### src/rtl/aas_pkg.sv
package aas_pkg;

  // ----------------------------------------
  // Serial instruction layout
  // ----------------------------------------
  localparam int AAS_WORD_BITS = 16;
  localparam int AAS_ADDR_MSB = 15;
  localparam int AAS_ADDR_LSB = 12;
  localparam logic [3:0] AAS_MODE_ADDR = 4'ha;
  localparam logic [3:0] AAS_NULL_ADDR = 4'hf;

  // ----------------------------------------
  // Mode register field positions
  // ----------------------------------------
  localparam int AAS_START_POS = 0;
  localparam int AAS_SEL_POS = 2;
  localparam int AAS_AVG_POS = 4;
  localparam int AAS_DIV_POS = 7;
  localparam int AAS_RDEN_POS = 10;

  // ----------------------------------------
  // Input select codes and reset values
  // ----------------------------------------
  localparam logic [1:0] AAS_SEL_EXT_A = 2'h0;
  localparam logic [1:0] AAS_SEL_EXT_B = 2'h1;
  localparam logic [1:0] AAS_SEL_HALF_VDD = 2'h2;
  localparam logic [1:0] AAS_SEL_HALF_IO = 2'h3;
  localparam logic [1:0] AAS_SEL_RST = AAS_SEL_EXT_A;
  localparam logic [2:0] AAS_AVG_RST = 3'h0;
  localparam logic [2:0] AAS_DIV_RST = 3'h0;
  localparam logic AAS_RDEN_RST = 1'b0;

  // ----------------------------------------
  // Conversion timing
  // ----------------------------------------
  localparam int AAS_RESULT_BITS = 10;
  localparam int AAS_EDGES_PER_CONV = 12;
  localparam logic [3:0] AAS_EDGE_SAMPLE = 4'h0;
  localparam logic [3:0] AAS_EDGE_LOAD = 4'hb;
  localparam int AAS_ACC_BITS = 15;
  localparam int AAS_DIV_CNT_BITS = 7;

  typedef struct packed {
    logic readout_en;
    logic [2:0] div_code;
    logic [2:0] avg_code;
    logic [1:0] in_sel;
  } aas_cfg_t;

  typedef enum logic [1:0] {
    ST_IDLE,
    ST_BUSY,
    ST_READY,
    ST_SHIFT
  } aas_state_t;

  // Averaging code to log2 of the conversion count; the upper codes saturate at 32.
  function automatic logic [2:0] aas_avg_shift(input logic [2:0] code);
    aas_avg_shift = (code > 3'h5) ? 3'h5 : code;
  endfunction : aas_avg_shift

endpackage : aas_pkg

### src/rtl/aas_aux_adc_ctrl.sv
// What this block does
// Input select 00/01/10/11 routes external a, external b, half supply, half io supply.
// One conversion takes 12 conversion clock edges: sample, ten bits, load.
// Every averaged conversion also takes 12 conversion clock edges.
// Conversion clock is system clock divided by 2 to the divider code.
// Host picks a divider keeping the conversion clock below 4 MHz.
// Total time is 12 times average count times divisor system clocks.
// Average code picks 1, 2, 4, 8, 16 or 32 conversions; upper codes 32.
// Serial data output floats when no status or readout is active.
// Writing the start bit drives serial output high as busy.
// After the last conversion store result and drive serial output low.
// With readout enabled, result appears from the next chip select fall.
// Result shifts out MSB first, changing on serial clock falling edges.
// After a readout, serial output floats as soon as chip select rises.
// With readout disabled the result never appears on the serial output.
// Instructions are accepted whatever the serial output is doing.
// Host holds serial input high while reading the result.
// Instructions to address 1111 are discarded, changing nothing.
// Reset gives external input a, divisor 1 and a single conversion.
// Start bit clears at the end; writes to it during conversion do nothing.
// Three adjacent mode bits form the averaging count field.
// Words shift in MSB first on rising serial clock, apply at chip select rise.
// Averaged result is the mean of conversions truncated to 10 bits.
`timescale 1ns/1ps
module aas_aux_adc_ctrl
  import aas_pkg::*;
(
  // Clock and reset
  input wire logic clock,
  input wire logic rst,
  // Serial port pins
  input wire logic cs_n,
  input wire logic sclk,
  input wire logic din,
  output logic dout_out,
  output logic dout_oe,
  // Converter core
  output logic [1:0] adc_input_sel,
  output logic adc_sample,
  output logic adc_bit_strobe,
  input wire logic [AAS_RESULT_BITS-1:0] adc_code,
  // Status
  output logic start_convert_bit,
  output aas_cfg_t cfg,
  output logic [AAS_RESULT_BITS-1:0] result
);

  typedef struct packed {
    aas_cfg_t cfg;
    aas_state_t state;
    logic [2:0] run_div;
    logic [2:0] run_shift;
    logic [3:0] edge_idx;
    logic [5:0] conv_cnt;
    logic [AAS_ACC_BITS-1:0] acc;
    logic [AAS_RESULT_BITS-1:0] result;
    logic [AAS_WORD_BITS-1:0] rx;
    logic [4:0] rx_cnt;
    logic [AAS_RESULT_BITS-1:0] tx;
    logic cs_q;
    logic sclk_q;
    logic dout;
    logic dout_oe;
    logic sample;
    logic bit_strobe;
  } aas_st_t;

  aas_st_t st_r;
  aas_st_t st_nxt;

  logic [2:0] lvl;
  logic cs_l;
  logic sclk_l;
  logic din_l;
  logic tick;
  logic cs_fall;
  logic cs_rise;
  logic sclk_rise;
  logic sclk_fall;
  logic word_ok;
  logic [AAS_ACC_BITS-1:0] sum;
  logic [5:0] last_conv;

  // ----------------------------------------
  // Pin synchroniser and conversion clock divider
  // ----------------------------------------
  aas_sync #(.WIDTH(3)) u_sync (
    .clock(clock),
    .rst(rst),
    .pin_in({cs_n, sclk, din}),
    .level_out(lvl)
  );

  assign cs_l = lvl[2];
  assign sclk_l = lvl[1];
  assign din_l = lvl[0];

  aas_divider u_div (
    .clock(clock),
    .rst(rst),
    .run(st_r.state == ST_BUSY),
    .div_code(st_r.run_div),
    .tick(tick)
  );

  assign cs_fall = st_r.cs_q && !cs_l;
  assign cs_rise = !st_r.cs_q && cs_l;
  assign sclk_rise = !cs_l && !st_r.sclk_q && sclk_l;
  assign sclk_fall = !cs_l && st_r.sclk_q && !sclk_l;
  assign word_ok = (st_r.rx_cnt == 5'(AAS_WORD_BITS));
  assign sum = st_r.acc + AAS_ACC_BITS'(adc_code);
  assign last_conv = 6'((7'h01 << st_r.run_shift) - 7'h01);

  // ----------------------------------------
  // Next-state logic
  // ----------------------------------------
  always_comb begin
    st_nxt = st_r;
    st_nxt.cs_q = cs_l;
    st_nxt.sclk_q = sclk_l;
    st_nxt.sample = 1'b0;
    st_nxt.bit_strobe = 1'b0;

    // Serial receive.
    if (cs_fall) begin
      st_nxt.rx_cnt = '0;
    end
    // shift MSB first
    // independent of output
    if (sclk_rise) begin
      st_nxt.rx = {st_r.rx[AAS_WORD_BITS-2:0], din_l};
      if (st_r.rx_cnt != 5'(AAS_WORD_BITS)) begin
        st_nxt.rx_cnt = st_r.rx_cnt + 1'b1;
      end
    end

    // Conversion sequencer.
    if (st_r.state == ST_BUSY && tick) begin
      // twelve edges each
      // per averaged conversion
      if (st_r.edge_idx == AAS_EDGE_SAMPLE) begin
        st_nxt.sample = 1'b1;
        st_nxt.edge_idx = st_r.edge_idx + 1'b1;
      end else if (st_r.edge_idx != AAS_EDGE_LOAD) begin
        st_nxt.bit_strobe = 1'b1;
        st_nxt.edge_idx = st_r.edge_idx + 1'b1;
      end else begin
        st_nxt.edge_idx = AAS_EDGE_SAMPLE;
        st_nxt.acc = sum;
        st_nxt.conv_cnt = st_r.conv_cnt + 1'b1;
        // count times divisor
        if (st_r.conv_cnt == last_conv) begin
          // truncated mean
          st_nxt.result = AAS_RESULT_BITS'(sum >> st_r.run_shift);
          // ready drives low
          st_nxt.state = ST_READY;
          st_nxt.dout = 1'b0;
        end
      end
    end

    // Readout shifting.
    case (st_r.state)
      ST_READY: begin
        // present on cs fall
        // only when enabled
        if (cs_fall && st_r.cfg.readout_en) begin
          st_nxt.state = ST_SHIFT;
          st_nxt.tx = {st_r.result[AAS_RESULT_BITS-2:0], 1'b0};
          st_nxt.dout = st_r.result[AAS_RESULT_BITS-1];
        end
      end
      ST_SHIFT: begin
        // MSB first, falling edge
        if (sclk_fall) begin
          st_nxt.dout = st_r.tx[AAS_RESULT_BITS-1];
          st_nxt.tx = {st_r.tx[AAS_RESULT_BITS-2:0], 1'b0};
        end
        // float on cs rise
        if (cs_rise) begin
          st_nxt.state = ST_IDLE;
        end
      end
      ST_IDLE, ST_BUSY: begin
      end
      default: begin
        st_nxt.state = ST_IDLE;
      end
    endcase

    // Instruction apply at chip select rise.
    // ignore address 1111
    if (cs_rise && word_ok && st_r.rx[AAS_ADDR_MSB:AAS_ADDR_LSB] == AAS_MODE_ADDR &&
        AAS_MODE_ADDR != AAS_NULL_ADDR) begin
      // averaging field
      st_nxt.cfg.avg_code = st_r.rx[AAS_AVG_POS+:3];
      st_nxt.cfg.in_sel = st_r.rx[AAS_SEL_POS+:2];
      st_nxt.cfg.div_code = st_r.rx[AAS_DIV_POS+:3];
      st_nxt.cfg.readout_en = st_r.rx[AAS_RDEN_POS];
      // start ignored while busy
      // busy drives high
      if (st_r.rx[AAS_START_POS] && st_r.state != ST_BUSY) begin
        st_nxt.state = ST_BUSY;
        st_nxt.dout = 1'b1;
        st_nxt.edge_idx = AAS_EDGE_SAMPLE;
        st_nxt.conv_cnt = '0;
        st_nxt.acc = '0;
        st_nxt.run_div = st_r.rx[AAS_DIV_POS+:3];
        // average count select
        st_nxt.run_shift = aas_avg_shift(st_r.rx[AAS_AVG_POS+:3]);
      end
    end

    // floating when inactive
    st_nxt.dout_oe = (st_nxt.state != ST_IDLE);
  end

  // ----------------------------------------
  // State register
  // ----------------------------------------
  always_ff @(posedge clock or posedge rst) begin
    if (rst) begin
      st_r <= '0;
      // reset defaults
      st_r.cfg <= '{readout_en: AAS_RDEN_RST, div_code: AAS_DIV_RST,
                    avg_code: AAS_AVG_RST, in_sel: AAS_SEL_RST};
      st_r.state <= ST_IDLE;
      st_r.cs_q <= 1'b1;
      st_r.sclk_q <= 1'b1;
    end else begin
      st_r <= st_nxt;
    end
  end

  // ----------------------------------------
  // Outputs
  // ----------------------------------------
  // mux code to core
  assign adc_input_sel = st_r.cfg.in_sel;
  assign adc_sample = st_r.sample;
  assign adc_bit_strobe = st_r.bit_strobe;
  assign dout_out = st_r.dout;
  assign dout_oe = st_r.dout_oe;
  // clears on finish
  assign start_convert_bit = (st_r.state == ST_BUSY);
  assign cfg = st_r.cfg;
  assign result = st_r.result;

endmodule : aas_aux_adc_ctrl

### src/rtl/aas_divider.sv
`timescale 1ns/1ps
module aas_divider
  import aas_pkg::*;
(
  // Clock and reset
  input wire logic clock,
  input wire logic rst,
  // Control
  input wire logic run,
  input wire logic [2:0] div_code,
  // Conversion clock edge
  output logic tick
);

  typedef struct packed {
    logic [AAS_DIV_CNT_BITS-1:0] cnt;
    logic tick;
  } aas_div_st_t;

  aas_div_st_t st_r;
  aas_div_st_t st_nxt;
  logic [AAS_DIV_CNT_BITS-1:0] limit;

  // ----------------------------------------
  // Power-of-two divider, one pulse per conversion clock edge
  // ----------------------------------------
  always_comb begin
    // power of two
    limit = AAS_DIV_CNT_BITS'((8'h01 << div_code) - 8'h01);
    st_nxt = st_r;
    st_nxt.tick = 1'b0;
    if (!run) begin
      st_nxt.cnt = '0;
    end else if (st_r.cnt == limit) begin
      st_nxt.cnt = '0;
      st_nxt.tick = 1'b1;
    end else begin
      st_nxt.cnt = st_r.cnt + 1'b1;
    end
  end

  always_ff @(posedge clock or posedge rst) begin
    if (rst) begin
      st_r <= '0;
    end else begin
      st_r <= st_nxt;
    end
  end

  assign tick = st_r.tick;

endmodule : aas_divider

### src/rtl/aas_sync.sv
`timescale 1ns/1ps
module aas_sync
  import aas_pkg::*;
#(
  parameter int WIDTH = 3
) (
  // Clock and reset
  input wire logic clock,
  input wire logic rst,
  // Asynchronous pins and their filtered levels
  input wire logic [WIDTH-1:0] pin_in,
  output logic [WIDTH-1:0] level_out
);

  typedef struct packed {
    logic [WIDTH-1:0] s1;
    logic [WIDTH-1:0] s2;
    logic [WIDTH-1:0] s3;
    logic [WIDTH-1:0] lvl;
  } aas_sync_st_t;

  aas_sync_st_t st_r;
  aas_sync_st_t st_nxt;

  // ----------------------------------------
  // Three-stage chain; a change counts once stages two and three agree.
  // ----------------------------------------
  always_comb begin
    st_nxt = st_r;
    st_nxt.s1 = pin_in;
    st_nxt.s2 = st_r.s1;
    st_nxt.s3 = st_r.s2;
    for (int i = 0; i < WIDTH; i++) begin
      if (st_r.s2[i] == st_r.s3[i]) begin
        st_nxt.lvl[i] = st_r.s3[i];
      end
    end
  end

  always_ff @(posedge clock or posedge rst) begin
    if (rst) begin
      st_r <= '{s1: '1, s2: '1, s3: '1, lvl: '1};
    end else begin
      st_r <= st_nxt;
    end
  end

  assign level_out = st_r.lvl;

endmodule : aas_sync

### config.mk
export PLATFORM = sky130hd
export DESIGN_NAME = aas_aux_adc_ctrl
export DESIGN_NICKNAME = d
export VERILOG_FILES = /design/src/rtl/aas_pkg.sv /design/src/rtl/aas_aux_adc_ctrl.sv /design/src/rtl/aas_divider.sv /design/src/rtl/aas_sync.sv
export SDC_FILE = /design/constraint.sdc
export NUM_CORES = 1
export LEC_CHECK = 0
export BUFFER_PORTS_ARGS = -buffer_cell sky130_fd_sc_hd__buf_2
export CORE_ASPECT_RATIO = 0.7
export CORE_MARGIN = 2
export CORE_UTILIZATION = 52
export DETAILED_ROUTE_END_ITERATION = 6
export PLACE_DENSITY_LB_ADDON = 0.1
export SETUP_SLACK_MARGIN = 0.5
export SYNTH_ARGS = -nofsm -noshare
export SYNTH_HDL_FRONTEND = slang
export SYNTH_SLANG_ARGS = --single-unit
export TNS_END_PERCENT = 50
### constraint.sdc
create_clock -name clock -period 3.1 [get_ports clock]
set_clock_uncertainty 0.2 [all_clocks]
set_input_delay 0.31 -clock clock [delete_from_list [all_inputs] [get_ports clock]]
set_output_delay 0.31 -clock clock [all_outputs]
set_load 0.02 [all_outputs]
==> out/qor.yml <==
status: "complete, no violations"
final_nets: 692
hold-worst-slack_ns: 0.158
cp_slowest_cell: "mux4_2"
chipWidth_um: 134
worstMarginPinSlew_ns: 0.865
hold_viol_final: 0
drt_iter0_markers: 327
final_util_pct: 60.7
gr-usage-all-layers_pct: 22.8
vias_per_cell: 5.67
p_leak_nw: 3.24
hpwl_um: 9820
drv_slew: 0
layout-drive-gt1-share_pct: 27.0
synth_edf_count: 0
synth_fp_nets: 650
cts_tree: "yes"
rsz0062_at_grt: "true"
grt_overflow: 0
gp_congestion: 0.848
dieArea_um2: 12700
cts-root-buf: "clkbuf_16"
worstPathMaxFanout: 4
tns_ns: 0
wire_per_inst_um: 16.6
slew_headroom_pct: 42.2
antenna_cells: 0
multi_input_area_um2: 3210
area_growth_pct: 14.9
arrival_ns: 3.08
synthCells: 617
yosys_warnings: 0
path_delay_family: "compound AO/OA/AOI/OAI gates"
ant_nets: 0
synth_top_cell_by_area: "dfrtp_1"
critPathBufInv: 1
setup_viol: 0
synthDistinctLibCells: 81
antenna_found_initial: 0
peakVddDrop_mv: 0.304
syn-cell-area_um2: 6130
cts_max_path_buffers: 2
grt_max_degree: 55
synthTopCellsByArea: "dfrtp_1, dfstp_2, nand2_1"
synth_ff_type: "dfrtp_1"
dieHeight_um: 94.9
cap_violations: 0
portBuffers: 40
fin_crit_ns: 3.00
clkSinkCount: 108
rows: 33
grt_pass1_vias: 4431
clkTransAtPathRegs_ns: 0.08
vias: 4655
grt_pass1_wl_um: 22700
n_fill_cell: 974
slowest_delay_ns: 0.49
register_area_um2: 2720
hold_path_class: "flip-flop to flip-flop"
ys_ff_latch: 108
design.core.area_um2: 11600
powerDensity_nw_per_um2: 430
finalCritPeriodShare_pct: 96.8
synth_top_area_share_pct: 38.3
criticalPathCategory: "flip-flop to flip-flop"
avgSynthCellArea_um2: 9.94
start_kind: "flip-flop"
initial_utilization_pct: 52.9
ios: 41
worstSkewPairLatency_ns: 0.35
fmax_ghz: 0.333
drt-total-wl_um: 13600
numCtsBuffers: 9
path_cells: "ha_2 -> fa_2 -> a21o_4 -> a221oi_4 -> buf_12 -> o31ai_4 -> mux2i_1 -> a311o_1 -> mux4_2 -> o21ai_2"
endpoint_kind: "flip-flop"
synthArstFlopShare_pct: 100
critPathRequiredTime_ns: 3.18
drc: 0
drtPass1Iterations: 5
ctsHtreeMaxLevel: 3
ys_seq_area_share_pct: 44.3
==> worst paths after layout <==
check	from	endpoint	slack [ns]	depth (start not counted)
max in group asynchronous	rst	u_sync.st_r[3]$_DFF_PP1_	1.43	4
worst min-delay path	u_sync.st_nxt[6]$_DFF_PP1_	u_sync.st_nxt[3]$_DFF_PP1_	0.16	0
worst max-delay path	st_r[47]$_DFF_PP0_	result[7]$_DFFE_PP0P_	0.1	10
worst min register to register	u_sync.st_nxt[6]$_DFF_PP1_	u_sync.st_nxt[3]$_DFF_PP1_	0.16	0
min in group asynchronous	rst	u_div.st_r[7]$_DFF_PP0_	0.47	3
worst max register to register	st_r[47]$_DFF_PP0_	result[7]$_DFFE_PP0P_	0.1	10
==> state kept, by name, indices dropped and copies added (netlist names) <==
signal	count
st_r	65
dout_out	1
adc_input_sel	2
adc_bit_strobe	1
adc_sample	1
u_div.tick	1
u_sync.st_nxt	6
cfg	7
u_sync.level_out	3
u_sync.st_r	3
dout_oe	1
u_div.st_r	7
result	10
==> synthesized netlist by cell type, drive strengths merged (2+ instances only) <==
cell type  instances
a211o              5
nand2             97
and3b              3
and2               2
a31oi              5
xnor2             18
a32o               4
a311o              2
and3               7
mux2              22
buf               36
maj3               3
o21ai             32
nand2b             5
or2                4
nor2b              6
o21a               4
nor3b              4
o221a              2
or3                4
nor3               9
nor2              56
mux2i             18
clkinv             2
nor4b              2
a21o               3
dfrtp             94
mux4               4
xor2              15
o211ai             6
nand3b             2
nand4              7
a2111oi            2
dfstp             14
o22ai              4
o31ai              5
nand3             15
a311oi             2
clkbuf            15
ha                17
inv               13
a21oi             22
a211oi             8
==> cell families after synthesis <==
| logic type | Yosys count | share of synthesized area (%) |
|---|---|---|
| buffers and inverters | 66 | 6.85 |
| DFF | 108 | 44.3 |
| and+or+nand+nor | 227 | 17.2 |
| xor gates and xnor gates | 33 | 4.71 |
| muxes | 44 | 8.44 |
| adders and majority gates | 21 | 4.28 |
| AOI/OAI and AO/OA | 118 | 14.2 |
==> metrics by stage <==
| stage | worst slack [ns] | total power, mW | instances | area [um2] |
|---|---|---|---|---|
| floorplan | 0.0378 | 1.78 | 617 | 6140 |
| global placement | -0.0300 | 1.85 | 791 | 6420 |
| detailed placement | -0.0645 | 1.87 | 791 | 6420 |
| CTS | 0.0875 | 3.05 | 818 | 6900 |
| global route | -0.0155 | 3.15 | 821 | 7050 |
| finish | 0.0979 | 3.03 | 821 | 7050 |
==> report_power, final <==
group / switching [mW] / internal [mW]
registers: 0.0837 / 1.50
logic: 0.142 / 0.146
clock network: 0.549 / 0.609
==> cell usage in the layout (no fill, tap or decap), types with 7 or more instances in the layout <==
master	instances
buf_2	40
dfrtp_1	94
clkbuf_16	10
xor2_1	15
nor3_1	8
o21ai_0	26
dfstp_2	14
buf_4	35
nor2_1	54
a21oi_1	19
nand3_1	13
ha_1	10
nand2_1	95
mux2_2	18
xnor2_1	17
inv_1	10
mux2i_1	18
nand4_1	7
==> metal layers <==
metal / global-route usage [%] / wire length [um] / vias to the layer above
met5: 0 / 0 / -
li1: - / - / 2240
met2: 34.0 / 5790 / 103
met1: 34.4 / 7090 / 2302
met4: 5.32 / 117 / 0
met3: 4.03 / 629 / 10
==> cell type report <==
cell class,count,area share (%)
multi-input combinational,443,45.5
clock inverter,6,0.692
sequential,108,38.6
timing repair buffer,82,7.99
inverter,15,0.852
tap,157,2.79
clock buffer,10,3.55
==> worst reg2reg max path: stages (launching register included) <==
cell and delay (ns):
dfrtp_1 0.40, ha_2 0.19, fa_2 0.35, a21o_4 0.22, a221oi_4 0.28, buf_12 0.15, o31ai_4 0.07, mux2i_1 0.13
a311o_1 0.32, mux4_2 0.49, o21ai_2 0.12
==> what timing repair did <==
item,4_1_cts,5_1_grt
hold endpoints to repair,39,0
hold buffers,4,0
resized for setup,14,21
endpoints found under the setup margin,16,18
pin swaps,7,11
setup buffers,7,3
Power figures use the tool's default switching activity.
